**src/smr_pkg.sv**
```systemverilog
// package: register map, field positions and carrier types for the modem and receive buffer register bank
package smr_pkg;
  // word offsets on the avalon bus (byte address = index * 4)
  localparam logic [3:0] SMR_IDX_MODEM = 4'h4;
  localparam logic [3:0] SMR_IDX_STADDR = 4'h5;
  localparam logic [3:0] SMR_IDX_PRI_LO = 4'h6;
  localparam logic [3:0] SMR_IDX_PRI_HI = 4'h7;
  localparam logic [3:0] SMR_IDX_SEC_LO = 4'h8;
  localparam logic [3:0] SMR_IDX_SEC_HI = 4'h9;
  localparam logic [3:0] SMR_IDX_STATUS = 4'ha;
  localparam logic [3:0] SMR_IDX_MODE = 4'hb;
  // modem register field positions
  localparam int SMR_B_USER_IN = 2;
  localparam int SMR_B_CTS = 4;
  localparam int SMR_B_DCD = 5;
  localparam int SMR_B_RI = 6;
  localparam int SMR_B_DSR = 7;
  localparam int SMR_B_USER_OUT = 8;
  localparam int SMR_B_DTR = 9;
  localparam int SMR_B_DSRS = 10;
  localparam int SMR_B_RTS = 12;
  // writable modem bits: 8, 9, 10, 12
  localparam logic [15:0] SMR_MODEM_WMASK = 16'h1700;
  // status register field positions
  localparam int SMR_B_DS_CHANGE = 6;
  localparam int SMR_B_PRI_DONE = 0;
  localparam int SMR_B_SEC_DONE = 1;
  localparam int SMR_B_OVERFLOW = 2;
  localparam int SMR_B_ACTIVE_SEC = 3;
  // mode register: bit 0 one-byte address
  localparam int SMR_B_ONE_BYTE = 0;
  // reset values
  localparam logic [15:0] SMR_RST_WORD = 16'h0000;
  localparam logic [13:0] SMR_RST_COUNT = 14'h0000;
  // byte count and address widths
  localparam int SMR_CNT_W = 14;
  localparam int SMR_ADDR_W = 18;
  localparam logic [13:0] SMR_CNT_ONE = 14'h0001;

  // modem input lines from the data set
  typedef struct packed {
    logic user_in;
    logic cts;
    logic dcd;
    logic ri;
    logic dsr;
  } smr_modem_in_t;

  // modem output lines toward the data set
  typedef struct packed {
    logic user_out;
    logic dtr;
    logic dsrs;
    logic rts;
  } smr_modem_out_t;

  // one receive buffer descriptor
  typedef struct packed {
    logic [SMR_ADDR_W-1:0] addr;
    logic [SMR_CNT_W-1:0] count;
  } smr_desc_t;

  // bus slave state
  typedef enum logic [1:0] {
    SMR_ST_IDLE = 2'b01,
    SMR_ST_DONE = 2'b10
  } smr_bus_st_t;
endpackage

```
**src/smr_regs.sv**
```systemverilog
// smr_regs: modem signal register, station address filter and receive buffer descriptors
`timescale 1ns/1ns
module smr_regs (
  input wire logic sys_clk,
  input wire logic arst_n,
  // avalon-mm slave
  // word addressed; every access takes one wait state
  input wire logic [5:0] avs_address,
  input wire logic avs_read,
  input wire logic avs_write,
  input wire logic [31:0] avs_writedata,
  input wire logic [3:0] avs_byteenable,
  output logic [31:0] avs_readdata,
  output logic avs_waitrequest,
  output logic [1:0] avs_response,
  // modem lines
  // inputs are asynchronous levels, outputs are register bits
  input wire smr_pkg::smr_modem_in_t modem_in,
  output smr_pkg::smr_modem_out_t modem_out,
  // address filter from the protocol engine
  input wire logic [15:0] rx_addr_field,
  output logic addr_match,
  // receive dma side from the protocol engine
  // one rx_xfer pulse per byte written to memory
  input wire logic rx_xfer,
  input wire logic rx_msg_end,
  output logic [17:0] rx_dma_addr,
  output logic rx_dma_ok
);
  import smr_pkg::*;

  // two-flop synchroniser for the asynchronous modem lines
  // the data set drives these pins with no relation to sys_clk, so only
  // the second stage may feed logic; the first may still be settling
  smr_modem_in_t sync1_q, sync1_d;
  smr_modem_in_t sync2_q, sync2_d;
  // last cycle's synchronised lines, for the change detector
  smr_modem_in_t prev_q, prev_d;

  // software registers
  // modem_out_q keeps only the writable bits; the rest are masked on write
  logic [15:0] modem_out_q, modem_out_d;
  logic [15:0] staddr_q, staddr_d;
  logic [15:0] mode_q, mode_d;
  smr_desc_t pri_q, pri_d;
  smr_desc_t sec_q, sec_d;
  // status flags
  // sticky flags except active_sec_q: hardware sets them, software clears them
  logic ds_change_q, ds_change_d;
  logic pri_done_q, pri_done_d;
  logic sec_done_q, sec_done_d;
  logic overflow_q, overflow_d;
  logic active_sec_q, active_sec_d;
  // bus handshake
  // one state register is enough: every access takes exactly two cycles
  smr_bus_st_t bus_q, bus_d;
  logic [31:0] rdata_q, rdata_d; // read data, held until the next accepted read or write
  // address filter result, registered so the engine sees a clean level
  logic addr_match_q, addr_match_d;

  // decoded access
  // all combinational, derived from the bus inputs and the registers of this cycle
  logic [3:0] idx;
  logic mapped;
  logic wr_go;
  logic [15:0] wdata;
  logic [15:0] modem_word;
  logic edge_seen;
  // count of the descriptor now receiving
  logic [13:0] act_count;

  // register index is the word address; low two address bits are not present (word addressing)
  assign idx = avs_address[3:0];
  assign mapped = (avs_address[5:4] == 2'b00) && (idx >= SMR_IDX_MODEM) && (idx <= SMR_IDX_MODE);
  // write commits once, at the edge where waitrequest is seen low
  // the write and the completion of the transfer then fall on one edge,
  // so a master never sees its write land before the answer
  assign wr_go = avs_write && (bus_q == SMR_ST_DONE);
  // disabled byte lanes write zero rather than keep the old byte
  assign wdata = {avs_byteenable[1] ? avs_writedata[15:8] : 8'h00, avs_byteenable[0] ? avs_writedata[7:0] : 8'h00};

  // assembled modem word; unused bits tie to zero
  // inputs come from the second sync stage, outputs from the stored bits
  always_comb begin
    modem_word = SMR_RST_WORD;
    modem_word[SMR_B_USER_IN] = sync2_q.user_in;
    modem_word[SMR_B_CTS] = sync2_q.cts;
    modem_word[SMR_B_DCD] = sync2_q.dcd;
    modem_word[SMR_B_RI] = sync2_q.ri;
    modem_word[SMR_B_DSR] = sync2_q.dsr;
    modem_word = modem_word | (modem_out_q & SMR_MODEM_WMASK);
  end

  // edge detection looks only at the second stage, never the first
  // any difference, rising or falling, is one transition;
  // a pin already high at reset release flags once
  assign edge_seen = (sync2_q != prev_q);

  // outgoing modem lines follow the stored bits directly
  // modem_out_q is already a register, so the pins are glitch free
  assign modem_out.user_out = modem_out_q[SMR_B_USER_OUT];
  assign modem_out.dtr = modem_out_q[SMR_B_DTR];
  assign modem_out.dsrs = modem_out_q[SMR_B_DSRS];
  assign modem_out.rts = modem_out_q[SMR_B_RTS];

  // address filter: one-byte stations ignore the upper byte
  // the result lags the address field by one clock; a user must allow
  // that cycle between presenting the field and reading the match
  always_comb begin
    if (mode_q[SMR_B_ONE_BYTE]) begin
      // short address: the upper byte may hold anything
      addr_match_d = (rx_addr_field[7:0] == staddr_q[7:0]);
    end else begin
      // full sixteen-bit compare
      addr_match_d = (rx_addr_field == staddr_q);
    end
  end
  assign addr_match = addr_match_q;

  // active descriptor drives the dma address
  // primary and secondary alternate, so software refills one while the other fills
  assign act_count = active_sec_q ? sec_q.count : pri_q.count;
  assign rx_dma_addr = active_sec_q ? sec_q.addr : pri_q.addr;
  // room left in the active buffer; transfers with no room are dropped
  // the engine may still strobe rx_xfer while this is low; that byte is lost
  assign rx_dma_ok = (act_count != SMR_RST_COUNT);

  // synchroniser and edge history next values
  // plain shifts; no logic sits between the two stages
  always_comb begin
    sync1_d = modem_in;
    sync2_d = sync1_q;
    prev_d = sync2_q;
  end

  // register file, counters and flags next values
  // every value defaults to hold, so only the branches below change state
  always_comb begin
    modem_out_d = modem_out_q;
    staddr_d = staddr_q;
    mode_d = mode_q;
    pri_d = pri_q;
    sec_d = sec_q;
    ds_change_d = ds_change_q;
    pri_done_d = pri_done_q;
    sec_done_d = sec_done_q;
    overflow_d = overflow_q;
    active_sec_d = active_sec_q;
    // software writes first, so hardware events below win over clears
    // a clear that meets an event in the same cycle is simply lost
    if (wr_go && mapped) begin
      case (idx)
        // input bits and unused bits are read-only and ignored here
        SMR_IDX_MODEM: modem_out_d = wdata & SMR_MODEM_WMASK;
        SMR_IDX_STADDR: staddr_d = wdata;
        SMR_IDX_PRI_LO: pri_d.addr[15:0] = wdata;
        SMR_IDX_PRI_HI: begin
          pri_d.addr[17:16] = wdata[15:14];
          pri_d.count = wdata[13:0];
          pri_done_d = 1'b0;
        end
        SMR_IDX_SEC_LO: sec_d.addr[15:0] = wdata;
        SMR_IDX_SEC_HI: begin
          sec_d.addr[17:16] = wdata[15:14];
          sec_d.count = wdata[13:0];
          sec_done_d = 1'b0;
        end
        SMR_IDX_STATUS: begin
          // write one to clear the change and overflow flags; done flags clear on a count write
          if (wdata[SMR_B_DS_CHANGE]) begin
            ds_change_d = 1'b0;
          end
          if (wdata[SMR_B_OVERFLOW]) begin
            overflow_d = 1'b0;
          end
          // bit 3 selects the buffer the next byte goes to
          active_sec_d = wdata[SMR_B_ACTIVE_SEC];
        end
        SMR_IDX_MODE: mode_d = wdata;
        default: begin
          // read-only index: nothing to store
        end
      endcase
    end
    // any modem line transition sets the change flag
    // one flag for all lines; software reads the word to see which moved
    if (edge_seen) begin
      ds_change_d = 1'b1;
    end
    // each transfer decrements the active count and advances the address
    // a full buffer drops the byte and only raises overflow; count stays zero
    if (rx_xfer) begin
      if (act_count == SMR_RST_COUNT) begin
        overflow_d = 1'b1;
      end else if (active_sec_q) begin
        sec_d.count = sec_q.count - SMR_CNT_ONE;
        sec_d.addr = sec_q.addr + 18'h00001;
      end else begin
        pri_d.count = pri_q.count - SMR_CNT_ONE;
        pri_d.addr = pri_q.addr + 18'h00001;
      end
    end
    // end of message marks the active buffer done and swaps buffers
    // done of the other buffer is left alone; its count write clears it
    if (rx_msg_end) begin
      if (active_sec_q) begin
        sec_done_d = 1'b1;
      end else begin
        pri_done_d = 1'b1;
      end
      active_sec_d = ~active_sec_q;
    end
  end

  // bus handshake and read data next values
  // read data is latched in the wait cycle and stands through the answer
  always_comb begin
    bus_d = bus_q;
    rdata_d = rdata_q;
    case (bus_q)
      // idle: waitrequest is high, a request is taken at the next edge
      SMR_ST_IDLE: begin
        // one wait state: latch read data, then release waitrequest
        // writes are not committed here; they wait for the answer cycle
        if (avs_read || avs_write) begin
          bus_d = SMR_ST_DONE;
          rdata_d = 32'h0000_0000;
          if (avs_read && mapped) begin
            case (idx)
              SMR_IDX_MODEM: rdata_d[15:0] = modem_word;
              SMR_IDX_STADDR: rdata_d[15:0] = staddr_q;
              SMR_IDX_PRI_LO: rdata_d[15:0] = pri_q.addr[15:0];
              SMR_IDX_PRI_HI: rdata_d[15:0] = {pri_q.addr[17:16], pri_q.count};
              SMR_IDX_SEC_LO: rdata_d[15:0] = sec_q.addr[15:0];
              SMR_IDX_SEC_HI: rdata_d[15:0] = {sec_q.addr[17:16], sec_q.count};
              SMR_IDX_STATUS: begin
                // flags read live; reading never clears them
                rdata_d[SMR_B_PRI_DONE] = pri_done_q;
                rdata_d[SMR_B_SEC_DONE] = sec_done_q;
                rdata_d[SMR_B_OVERFLOW] = overflow_q;
                rdata_d[SMR_B_ACTIVE_SEC] = active_sec_q;
                rdata_d[SMR_B_DS_CHANGE] = ds_change_q;
              end
              SMR_IDX_MODE: rdata_d[15:0] = mode_q;
              default: rdata_d = 32'h0000_0000;
            endcase
          end
        end
      end
      // answer cycle: the master releases here, so always return to idle
      SMR_ST_DONE: bus_d = SMR_ST_IDLE;
      default: bus_d = SMR_ST_IDLE;
    endcase
  end

  // waitrequest high in the idle cycle of a request, low in the done cycle
  // it is high with no request too, so a master never sees a stale answer
  assign avs_waitrequest = (bus_q == SMR_ST_IDLE);
  assign avs_readdata = rdata_q;
  // unmapped addresses answer with slave error
  // the response follows the held address, so it stands through the answer
  assign avs_response = mapped ? 2'b00 : 2'b10;

  // synchroniser and edge history registers
  // reset to zero, the idle level of the lines; a line already high at reset release flags one edge
  always_ff @(posedge sys_clk or negedge arst_n) begin
    if (!arst_n) begin
      sync1_q <= '0;
      sync2_q <= '0;
      prev_q <= '0;
    end else begin
      sync1_q <= sync1_d;
      sync2_q <= sync2_d;
      prev_q <= prev_d;
    end
  end

  // register file, descriptor and flag registers
  always_ff @(posedge sys_clk or negedge arst_n) begin
    if (!arst_n) begin
      modem_out_q <= SMR_RST_WORD;
      staddr_q <= SMR_RST_WORD;
      mode_q <= SMR_RST_WORD;
      pri_q <= '0;
      sec_q <= '0;
      ds_change_q <= 1'b0;
      pri_done_q <= 1'b0;
      sec_done_q <= 1'b0;
      overflow_q <= 1'b0;
      active_sec_q <= 1'b0;
    end else begin
      modem_out_q <= modem_out_d;
      staddr_q <= staddr_d;
      mode_q <= mode_d;
      pri_q <= pri_d;
      sec_q <= sec_d;
      ds_change_q <= ds_change_d;
      pri_done_q <= pri_done_d;
      sec_done_q <= sec_done_d;
      overflow_q <= overflow_d;
      active_sec_q <= active_sec_d;
    end
  end

  // bus handshake registers
  always_ff @(posedge sys_clk or negedge arst_n) begin
    if (!arst_n) begin
      bus_q <= SMR_ST_IDLE;
      rdata_q <= 32'h0000_0000;
    end else begin
      bus_q <= bus_d;
      rdata_q <= rdata_d;
    end
  end

  // address filter register
  always_ff @(posedge sys_clk or negedge arst_n) begin
    if (!arst_n) begin
      addr_match_q <= 1'b0;
    end else begin
      addr_match_q <= addr_match_d;
    end
  end
endmodule // smr_regs

```
**config.mk**
```make
export PLATFORM = sky130hd
export DESIGN_NAME = smr_regs
export DESIGN_NICKNAME = d
export VERILOG_FILES = /design/src/smr_pkg.sv /design/src/smr_regs.sv
export SDC_FILE = /design/constraint.sdc
export NUM_CORES = 1
export LEC_CHECK = 0
export BUFFER_PORTS_ARGS = -buffer_cell sky130_fd_sc_hd__buf_2
export CORE_MARGIN = 5
export CORE_UTILIZATION = 45
export CTS_BUF_LIST = sky130_fd_sc_hd__clkbuf_8
export DETAILED_ROUTE_END_ITERATION = 8
export PLACE_DENSITY = 0.74
export SYNTH_ARGS = -nofsm -noshare
export SYNTH_HDL_FRONTEND = slang
export SYNTH_SLANG_ARGS = --single-unit
```
**constraint.sdc**
```tcl
create_clock -name sys_clk -period 3.2 [get_ports sys_clk]
set_clock_uncertainty 0.15 [all_clocks]
set_input_delay 0 -clock sys_clk [delete_from_list [all_inputs] [get_ports sys_clk]]
set_output_delay 0 -clock sys_clk [all_outputs]
set_load 0.005 [all_outputs]
```
# Yosys cells after proc, flatten, opt, wreduce, memory -nomap -nowiden
# Cells that the tools add are included.
# word_totals
reg_bits	155
latch_bits	0
ramBits	0
rom_bits	0
inputBits	69
out_inout_bits	59
word_cells	119
mem_count	0
# op_classes
n_addsub	4
multipliers	0
div	0
magnitude_cmp	2
n_eq_ne	14
shift	0
muxes	47
bitwise_logic	2
reduce_logical	20
# op_table
cell	n
32-bit 2-to-1 mux	8
9-bit one-hot mux with 7 select lines	1
16-bit 2-to-1 mux	3
14-bit 2-to-1 mux	3
18-bit by 1-bit adder with 18-bit output, second input constant	2
4-bit one-hot mux with 8 select lines	1
14-bit by 1-bit subtractor with 14-bit output, second input constant	2
1-bit 2-to-1 mux	21
18-bit 2-to-1 mux	1
16-bit equality test	1
4-bit by 3-bit equality test with 1-bit output, second input constant	4
4-bit equality test, second input constant	4
8-bit 2-to-1 mux	2
14-bit zero test	1
2-bit one-hot mux with 7 select lines	1
14-bit nonzero test	1
8-bit by 13-bit OR with 13-bit output	1
2-bit 2-to-1 mux	5
2-bit AND reduction	5
2-bit nonzero test	5
8-bit equality test	1
1-bit one-hot mux with 8 select lines	1
1-bit logical AND	5
5-bit inequality test	1
other kinds (9)	9

# Longest topological paths before layout
# Gate-level depths: netlist (run 1).
# depth
word_depth	8
mapped_depth	9
depth_no_buf	7

# Worst setup path before layout (run 1)
# No wires, ideal clock.
# synth_timing
kind	reg2reg
startpoint	register pri_q[1] (netlist bit)
endpoint	register pri_q[3] (netlist bit)
setup_ns	0.094
arrival_time_ns	2.193
required_time_ns	2.956
path_slack_ns	0.763
stages_incl_launch_ff	8
n_path_buf	2
synth_period_minus_slack_ns	2.437
cell_sequence	dfrtp_1 > or3_1 > buf_2 > or3_1 > buf_6 > o21ai_4 > mux2_2 > a221oi_2
# synth_lines
item	line_no	text
from (decl)	smr_regs.sv:45	smr_desc_t pri_q, pri_d;
from (signal assigned)	smr_regs.sv:295	pri_q <= pri_d;

# Worst setup path in the final report (run 1)
# layout_timing
startpoint	input avs_address[5]
endpoint	register overflow_q
# layout_between
elab_chain_len	7
# layout_rtl
item	line_no	text
from (decl)	smr_regs.sv:8	input wire logic [5:0] avs_address,
2-bit zero test (*)	smr_regs.sv:74	assign mapped = (avs_address[5:4] == 2'b00) && (idx >= SMR_IDX_MODEM) && (idx <= SMR_IDX_MODE);
1-bit logical AND (*) (2 in series)	smr_regs.sv:74	
1-bit logical AND (*)	smr_regs.sv:151	if (wr_go && mapped) begin
1-bit 2-to-1 mux (*)	smr_regs.sv:151	
1-bit 2-to-1 mux	smr_regs.sv:193	if (act_count == SMR_RST_COUNT) begin
1-bit 2-to-1 mux (*)	smr_regs.sv:192	if (rx_xfer) begin
net overflow_d	smr_regs.sv:52	logic overflow_q, overflow_d;
to (signal assigned)	smr_regs.sv:300	overflow_q <= overflow_d;
to (decl)	smr_regs.sv:52	
# The timed path passes the listed nets; every way through them passes the cells marked *.
# A chain may end at the register's enable or synchronous reset.

==> results.yml, run 1 <==
outcome:
  status: "complete, no violations"
detailed_routing:
  routed_wl_um: 28900
  avgRoutedWirePerCell_um: 22.5
  drc_errors: 0
  ant_nets: 0
  dr_total_vias: 8048
  drt-pass1-iter-count: 8
  post_drt_via_cell_ratio: 6.27
  drt_iter0_markers: 967
synth:
  ys_warn_count: 0
  yosysTopAreaCell: "dfrtp_1"
  synthTopCellsByArea: "dfrtp_1, mux2i_1, nand2_1"
  ys_types: 68
  synth-edff-count: 0
  synthesis.area_mm2: 0.00852
  syn_inst: 925
  yosys.area.top_type_share_pct: 40.5
  async_reset_ff_share_pct: 100
  ys_ff_latch: 139
  synth.avg_cell_area_um2: 9.21
  seq_area_frac_synth_pct: 40.9
  synthFlopType: "dfrtp_1"
pwr:
  p_seq_share_pct: 47.4
  intPower_mw: 3.12
  p_sw_share_pct: 39.0
  ir_drop_mv: 0.287
  power_frac_comb_pct: 25.8
  p_leak_nw: 4.40
  clockPowerShare_pct: 26.8
  p_sw_mw: 1.99
  pwr_density_cell_mw_per_mm2: 517
placement:
  hpwlAfterDp_um: 20900
  io_buffers: 92
  gp_congestion: 0.974
finish:
  diodes: 0
  area_growth_pct: 16.1
  drive_gt1_share_pct: 20.0
  multi_input_area_mm2: 0.00452
  post-route-util_pct: 53.1
  n_fill_cell: 1720
  seqCellArea_mm2: 0.00348
  layout.nets: 1113
clock_network:
  clkTransAtPathRegs_ps: 90
  cts_tree: "built"
  cts.path.max_buffers: 2
  cts.sinks: 139
  htree_levels: 4
  insertion_delay_ps: 470
  ctsResizeCount: 0
  cts_setup_buffers: 0
  cts_root_buf: "clkbuf_8"
  numCtsBuffers: 17
global_routing:
  grt_use_total_pct: 26.4
  grt_max_degree: 85
  gr-total-overflow: 0
  grtUsageMet3_pct: 6.74
  grt-busiest-layer: "met2"
  antenna_found_initial: 0
  grt_pass1_wl_um: 44500
  met1_usage_pct: 37.2
  use_met2_pct: 39.8
  grt_pass1_vias: 7545
setup_path:
  worstPathRequired_ps: 3400
  slowest_stage: "dlygate4sd3_1"
  worstPathCellList: "dlygate4sd3_1 > buf_2 > nor4_2 > buf_4 > and4b_1 > and3_1 > nand3_1 > dlygate4sd3_1 > o2bb2ai_1 > dlygate4sd3_1"
  path_class: "primary input to flip-flop"
  critPathMaxStageDelay_ps: 570
  critPathArrivalTime_ps: 3150
  worstPathMaxFanout: 8
  cp-end-kind: "flip-flop"
  start_kind: "primary input"
  crit_top_cell: "dlygate4sd3_1"
floorplanning:
  die_area_mm2: 0.0218
  start_util_pct: 45.7
  io_pins: 128
  core.rowCount: 50
  die_x_um: 148
  core_area_mm2: 0.0186
  dieHeight_um: 148
sta:
  max_freq_mhz: 339
  hold_violations: 0
  drv_slew: 0
  setup_viol: 0
  slew_headroom_pct: 20.8
  final.min_clock_period_ps: 2950
  tightest_slew_ps: 1180
  grt_setup_unrepaired: "no"
  tns_ps: 0
  fin_crit_sh_pct: 92.2
job:
  max_cap_viol_count: 0
hold_path:
  hp-class: "primary input to flip-flop"
[sequential cells by signal, indices dropped and copies added, names as in the netlist, 2 cells and up]
register,count
pri_q,32
sec_q,32
avs_readdata,16
mode_q,16
staddr_q,16
prev_d,5
prev_q,5
sync1_q,5
modem_out_q,4
bus_q,2
[power by group through the flow]
stage	clock (mW)	combinational (mW)	sequential [mW]
2_1_floorplan	0	0.884	2.23
3_3_place_gp	0	1.23	2.41
3_5_place_dp	0	1.25	2.42
4_1_cts	1.37	1.30	2.39
5_1_grt	1.46	1.44	2.44
6_report	1.37	1.32	2.42
[cells in the mapped netlist, types with 3 or more instances]
library cell and number:
buf_2 13, buf_1 4, o221a_2 12, mux2_2 26, mux4_2 5, a221oi_1 20, or3_1 10, mux2i_1 45
nor2b_1 5, a22o_1 17, nand2_1 119, a21o_1 4, dfrtp_1 138, and3_1 20, a22oi_1 11, buf_4 22
inv_1 46, nor4_1 9, xnor2_1 11, clkbuf_1 40, nor3_1 26, o2111ai_1 4, o211ai_1 5, mux2_1 3
nand4_1 18, and2_1 14, nor2_1 37, o21ai_0 78, a221oi_2 4, o31ai_1 5, o221a_1 5, nand3_1 36
xor2_1 10, a211oi_1 11, a32o_1 5, a21oi_1 30, and4_1 5, o32ai_1 9, ha_1 8
[placed cells by master (no fill, tap or decap), drive strengths merged, types with 9 or more instances in the layout]
cell,n
mux2i,45
a211oi,13
nand3,36
nand4,19
nor3,28
and3,20
dfrtp,138
clkbuf,17
a22o,17
dlygate4sd3,39
a221oi,24
nor4,11
and2,14
or3,10
inv,55
o221a,17
xnor2,11
conb,17
o32ai,9
mux2,29
a22oi,11
xor2,10
nor2,37
buf,118
nand2,120
a21oi,30
o21ai,81
[path summary, 6_finish.rpt]
path | start | end | slack (ps) | depth (start not counted)
min in group asynchronous | arst_n | staddr_q[12] | 30 | 2
hold / removal | avs_write | bus_q[0] | 4 | 2
hold reg to reg | sync1_q[4] | prev_d[4] | 200 | 0
max in group asynchronous | arst_n | bus_q[0] | 2080 | 3
setup / recovery | avs_address[5] | overflow_q | 250 | 10
setup reg to reg | pri_q[1] | overflow_q | 250 | 6
[through the flow]
step	hold slack, ps	cells	setup WS (ps)	power [mW]	instance area, µm²
after floorplan	-446	941	763	3.12	8580
after global placement	-31.7	1212	442	3.64	9140
after detailed placement	-37.4	1212	415	3.67	9140
after CTS	7.61	1283	258	5.05	9890
after global routing	17.8	1283	140	5.33	9890
final	3.78	1283	248	5.11	9890
[layer usage]
| metal | part of all wire (%) | vias to the layer above | wire, µm |
|---|---|---|---|
| met2 | 44 | 452 | 12700 |
| met3 | 11 | 74 | 3320 |
| li1 | - | 3604 | - |
| met5 | 0 | - | 0 |
| met4 | 2.9 | 0 | 849 |
| met1 | 42 | 3918 | 12100 |
[logic make-up (layout without fill, tap and decap cells)]
logic type	count (synthesis)	count (layout)	share of synthesized area [%]
AO/OA/AOI/OAI	239	239	20.3
adder cells (fa/ha/maj)	8	8	1.18
other	1	17	0.0440
buffers and inverters	127	235	6.93
XOR/XNOR	21	21	2.16
multiplexers	79	79	10.4
flip-flops	139	139	40.9
AND/OR/NAND/NOR	311	311	18.1
[final cells by class]
| cell class | instances | area share [%] |
|---|---|---|
| multi-input cells | 675 | 45.7 |
| flip-flops and latches | 139 | 35.2 |
| repair buffers | 157 | 10.8 |
| well taps | 234 | 2.96 |
| clock buffers | 17 | 2.37 |
| inverters | 46 | 1.75 |
| clock inverters | 15 | 1.30 |
[worst max-delay path: cells and delay by family]
kind,cells,cell delay (ps)
buffers and inverters,5,2000
AND/OR/NAND/NOR,4,1020
AO/OA/AOI/OAI,1,130
[what timing repair did]
action / CTS / global route
setup endpoints to repair: 0 / 0
endpoints found under the hold margin: 167 / 0
hold buffers: 39 / 0
Note: power is estimated with default switching activity, not from simulation.
==> run 2, diff against run 1 <==
ABC_AREA = 1   (was default)
CTS_CLUSTER_SIZE = 25   (was default)
==> run 2 against run 1 <==
- the flow now finishes with violations (hold timing)
- largest cell class unchanged
- critical path type unchanged
- core utilization grew 0.50 points
- worst setup slack improved by 16 ps
- final area grew 2.0%
- sequential share of layout area decreased by 0.68 points
- clock power grew 9%
- combinational power is 27% higher
- sequential power hardly changed
- critical endpoint is now pri_q[14]
==> results.yml, run 2 <==
outcome:
  status: "finished with violations"
  violations: "hold timing"
global_routing:
  antenna_found_initial: 1
  grt_use_total_pct: 25.5
  grt_max_degree: 80
  grt_pass1_wl_um: 43500
  gr-total-overflow: 0
  grt_pass1_vias: 7936
setup_path:
  critPathArrivalTime_ps: 3120
  reg2reg_depth: 9
  r2r_slack_ps: 350
  slowest_stage: "dlygate4sd3_1"
  worstPathCellList: "dlygate4sd3_1 > buf_2 > nor2_1 > dlygate4sd3_1 > nand2_1 > nor2_4 > nand2_4 > a21oi_1 > dlygate4sd3_1 > nor2_1 > nand2_1 > o21ai_0"
  r2r_end: "addr_match"
  path_class: "primary input to flip-flop"
  worstPathRequired_ps: 3390
  critPathMaxStageDelay_ps: 580
  worstPathMaxFanout: 26
  crit_top_cell: "dlygate4sd3_1"
  start_kind: "primary input"
  cp-end-kind: "flip-flop"
  r2r_start: "staddr_q[10]"
sta:
  drv_slew: 0
  slew_headroom_pct: 23.2
  hold_violations: 15
  grt_setup_unrepaired: "no"
  setup_viol: 0
  final.min_clock_period_ps: 2940
  max_freq_mhz: 341
  holdWs_ps: -7.49
  tightest_slew_ps: 1140
  tns_ps: 0
  fin_crit_sh_pct: 91.7
clock_network:
  cts.path.max_buffers: 2
  cts_setup_buffers: 0
  clkTransAtPathRegs_ps: 100
  insertion_delay_ps: 470
  numCtsBuffers: 17
  cts_root_buf: "clkbuf_8"
  cts.sinks: 139
  htree_levels: 4
  cts_tree: "built"
synth:
  ys_warn_count: 0
  yosysTopAreaCell: "dfrtp_1"
  synth_most_common_cell: "nand2_1"
  synthesis.area_mm2: 0.00867
  yosys.area.top_type_share_pct: 39.8
  synthTopCellsByCount: "nand2_1, nor2_1, dfrtp_1"
  ys_ff_latch: 139
  ys_types: 34
  synthFlopType: "dfrtp_1"
  syn_inst: 1239
  synth.avg_cell_area_um2: 6.99
  synthTopCellsByArea: "dfrtp_1, nand2_1, o21ai_0"
  synth-edff-count: 0
  seq_area_frac_synth_pct: 40.2
  async_reset_ff_share_pct: 100
floorplanning:
  dieHeight_um: 149
  die_x_um: 149
  io_pins: 128
  die_area_mm2: 0.0221
  core.rowCount: 50
  core_area_mm2: 0.0188
  start_util_pct: 46.0
finish:
  area_growth_pct: 16.4
  final_cell_mix: "nand2_1, nor2_1, dfrtp_1"
  n_fill_cell: 1819
  drive_gt1_share_pct: 12.3
  multi_input_area_mm2: 0.00440
  largest_registers: "pri_q: 32 flops, sec_q: 32 flops"
  seqCellArea_mm2: 0.00348
  diodes: 0
  layout.nets: 1436
  final_common_cell: "nand2_1"
detailed_routing:
  top_signal_layer_used: "met4"
  post_drt_via_cell_ratio: 5.27
  drt_iter0_markers: 907
  routed_wl_um: 28200
  dr_total_vias: 8602
  wl_met2_um: 12400
  met3WireLength_um: 2650
  wl_met1_um: 12000
  drc_errors: 0
  drt-pass1-iter-count: 6
  ant_nets: 0
  avgRoutedWirePerCell_um: 17.3
hold_path:
  hp-class: "primary input to async pin"
job:
  max_cap_viol_count: 0
placement:
  gp_congestion: 0.982
  hpwlAfterDp_um: 20300
  io_buffers: 92
pwr:
  power_frac_comb_pct: 29.9
  ir_drop_mv: 0.367
  pwr_density_cell_mw_per_mm2: 552
  clockPowerShare_pct: 27.0
  p_seq_share_pct: 43.1
  p_leak_nw: 4.86
  intPower_mw: 3.37
  p_sw_share_pct: 39.4
  p_sw_mw: 2.19
[run 2: cell count changes after synthesis, moves of 14 or more]
cell	delta
and2_1	-14
o21ai_1	+25
xor2_1	+35
nand2_1	+289
mux2_2	-26
mux2i_1	-45
clkbuf_1	-25
nor2_1	+106
a22o_1	-17
and3_1	-20
o21ai_0	+39
a221oi_1	-20
inv_1	+58
[run 2: how the worst max path moves through the flow]
stage                           end  cells past startpoint  slack (ps)           start
after CTS                 pri_q[19]                     12         210  avs_address[4]
after floorplan           sec_q[30]                     10        1540       sec_q[14]
after detailed placement   pri_q[4]                     13         950  avs_address[2]
after global routing      pri_q[14]                     12          90  avs_address[4]
after global placement     pri_q[4]                     13        1000  avs_address[2]
final                     pri_q[14]                     12         260  avs_address[4]
[run 2: worst max-delay path: cells and delay by family]
family | cells | cell delay [ps]
AND/OR/NAND/NOR | 6 | 1010
AO/OA/AOI/OAI | 2 | 300
buffers and inverters | 4 | 1800
[run 2: metal layers]
| metal | track usage (%) | vias up |
|---|---|---|
| met5 | 0 | - |
| met1 | 36.0 | 3982 |
| met3 | 5.01 | 67 |
| met2 | 38.2 | 434 |
| met4 | 11.1 | 0 |
| li1 | - | 4119 |
[run 2: cell families after synthesis]
kind of cell,synth area share [%]
xor+xnor,5.66
flops,40.2
simple gates,31.1
other cells,0.0433
compound gates,12.1
buf+inv,9.79
fa+ha+maj,1.16
[run 2: power groups by stage]
stage / registers, mW / logic (mW) / clock network (mW)
final: 2.40 / 1.67 / 1.50
after global routing: 2.44 / 1.87 / 1.59
after global placement: 2.41 / 1.54 / 0
after CTS: 2.38 / 1.63 / 1.51
after floorplan: 2.31 / 1.14 / 0
after detailed placement: 2.41 / 1.58 / 0
[run 2: timing repair]
item,CTS,global route
endpoints found under the setup margin,0,4
hold buffers,47,0
hold endpoints to repair,178,0
gates resized for setup,0,1
[run 2: area by class of cell]
cell class              instances  area share [%]
clock buffers                  18            2.46
flip-flops and latches        139            34.5
inverters                     115            4.29
multi-input cells             935            43.7
clock inverters                14            1.56
repair buffers                151            10.3
well taps                     260            3.23
[run 2: through the flow]
step                setup slack [ps]  total power [mW]  instances  utilization, %  cell area [µm²]
detailed placement               948              3.99       1553            48.9             9210
global placement                 995              3.95       1553            48.9             9210
finish                           265              5.56       1632            53.6            10100
global route                    89.6              5.90       1632            53.6            10100
floorplan                       1540              3.45       1255               -             8730
CTS                              211              5.53       1632            53.5            10100
==> run 3, diff against run 2 <==
BUFFER_PORTS_ARGS = -buffer_cell sky130_fd_sc_hd__clkbuf_2   (was -buffer_cell sky130_fd_sc_hd__buf_2)
==> run 3 against run 2 <==
- the run still ends with hold timing left
- core utilization about the same
- non-clock buffer count up 2
- worst setup slack worse by 210 ps
- total power down 0.44%
- cell count up 0.12%
- register-to-register slack worse by 50 ps
- sequential share of layout area about the same
- critical path type unchanged
- critical endpoint is now pri_q[21]
- largest cell class unchanged
- largest power group unchanged
==> results.yml, run 3 (synthesis gave the netlist of run 2 again) <==
sta:
  tightest_slew_ps: 1130
  hold_violations: 4
  slew_headroom_pct: 24.3
  final.min_clock_period_ps: 3150
  holdWs_ps: -8.99
  setup_viol: 0
  grt_setup_unrepaired: "yes"
  fin_crit_sh_pct: 98.3
  max_freq_mhz: 318
  drv_slew: 0
floorplanning:
  io_pins: 128
  dieHeight_um: 149
  start_util_pct: 46.0
  die_x_um: 149
  core_area_mm2: 0.0188
  core.rowCount: 50
  die_area_mm2: 0.0221
global_routing:
  grt_max_degree: 80
  antenna_found_initial: 0
  gr-total-overflow: 0
  grt_use_total_pct: 26.1
  grt_pass1_vias: 7970
  grt_pass1_wl_um: 44100
pwr:
  p_leak_nw: 4.84
  ir_drop_mv: 0.285
  finalPower_mw: 5.54
  pwr_density_cell_mw_per_mm2: 549
finish:
  largest_registers: "pri_q: 32 flops, sec_q: 32 flops"
  final_common_cell: "nand2_1"
  drive_gt1_share_pct: 12.3
  layout.nets: 1438
  final_cell_mix: "nand2_1, nor2_1, dfrtp_1"
  n_fill_cell: 1805
  stdcell_area_mm2: 0.0101
  diodes: 0
  multi_input_area_mm2: 0.00440
  area_growth_pct: 16.4
  seqCellArea_mm2: 0.00348
detailed_routing:
  routed_wl_um: 28900
  post_drt_via_cell_ratio: 5.31
  avgRoutedWirePerCell_um: 17.7
  ant_nets: 0
  drt_iter0_markers: 984
  drt-pass1-iter-count: 7
  drc_errors: 0
  dr_total_vias: 8683
clock_network:
  htree_levels: 4
  cts_root_buf: "clkbuf_8"
  cts.sinks: 139
  numCtsBuffers: 17
  cts.path.max_buffers: 2
  clkTransAtPathRegs_ps: 90
  cts_setup_buffers: 0
  cts_tree: "built"
  insertion_delay_ps: 470
setup_path:
  r2r_end: "addr_match"
  r2r_start: "staddr_q[11]"
  critPathCapture: "pri_q[21]"
  crit_top_cell: "dlygate4sd3_1"
  reg2reg_depth: 8
  critPathMaxStageDelay_ps: 580
  path_class: "primary input to flip-flop"
  timing.critical_path.max_delay_family: "buffers and inverters"
  r2r_slack_ps: 300
  path_buf_inv: 4
  worstPathCellList: "dlygate4sd3_1 > clkbuf_2 > nor2_1 > dlygate4sd3_1 > nand2_1 > nor2_4 > nand2_2 > a21oi_1 > dlygate4sd3_1 > nor2_1 > nand2_1 > o21ai_0"
  cp-end-kind: "flip-flop"
  cp_num_cells: 12
  critPathLaunch: "avs_address[4]"
  start_kind: "primary input"
  worstPathRequired_ps: 3390
  worstPathMaxFanout: 26
  slowest_stage: "dlygate4sd3_1"
  critPathArrivalTime_ps: 3340
outcome:
  violations: "hold timing"
  status: "finished with violations"
placement:
  placed_cell_area_mm2: 0.00921
  hpwlAfterDp_um: 20300
  gp_congestion: 0.983
  io_buffers: 92
job:
  max_cap_viol_count: 0
hold_path:
  hp-class: "primary input to async pin"
==> run 3: final cells by class <==
type / instances / area share (%)
multi-input combinational: 935 / 43.6
clock buffer: 19 / 2.59
clock inverter: 13 / 1.33
inverter: 115 / 4.29
sequential: 139 / 34.5
tap: 260 / 3.22
timing repair buffer: 153 / 10.5
==> run 3: timing repair <==
action                                 in CTS  in global routing
gates resized for setup                     0                  0
endpoints found under the hold margin     212                  0
setup endpoints to repair                   0                  5
hold buffers                               49                  0
==> run 3: stage by stage <==
| stage | std cells | setup WS (ps) | TNS [ps] | utilization, % |
|---|---|---|---|---|
| finish | 1634 | 53.6 | 0 | 53.6 |
| floorplan | 1255 | 1540 | 0 | - |
| global route | 1634 | -32.1 | -102 | 53.6 |
| CTS | 1634 | 199 | 0 | 53.6 |
| global placement | 1553 | 937 | 0 | 48.9 |
| detailed placement | 1553 | 875 | 0 | 48.9 |
==> run 3: how the worst min path moves through the flow <==
stage,slack (ps),from,end,cells after the start
after floorplan,-450,arst_n,active_sec_q,0
after global placement,-50,arst_n,prev_d[1],1
after detailed placement,-50,arst_n,prev_d[1],1
after CTS,2,arst_n,staddr_q[6],2
after global routing,30,modem_in[1],sync1_q[1],2
final,-9,arst_n,prev_d[1],2
==> run 3: power breakdown <==
part           leakage [nW]  switching [mW]  internal, mW
Sequential             1.80           0.371          2.04
Clock                 0.192           0.802         0.676
Combinational          2.85            1.06         0.601
Total                  4.84            2.23          3.31
==> run 3: metal layers <==
metal  part of all wire (%)  up-vias  global-route usage, %
met4                    3.2        0                   9.06
met2                     45      440                   40.9
met5                      0        -                      0
met1                     42     4059                   36.1
met3                    9.2       62                   5.38
li1                       -     4122                      -
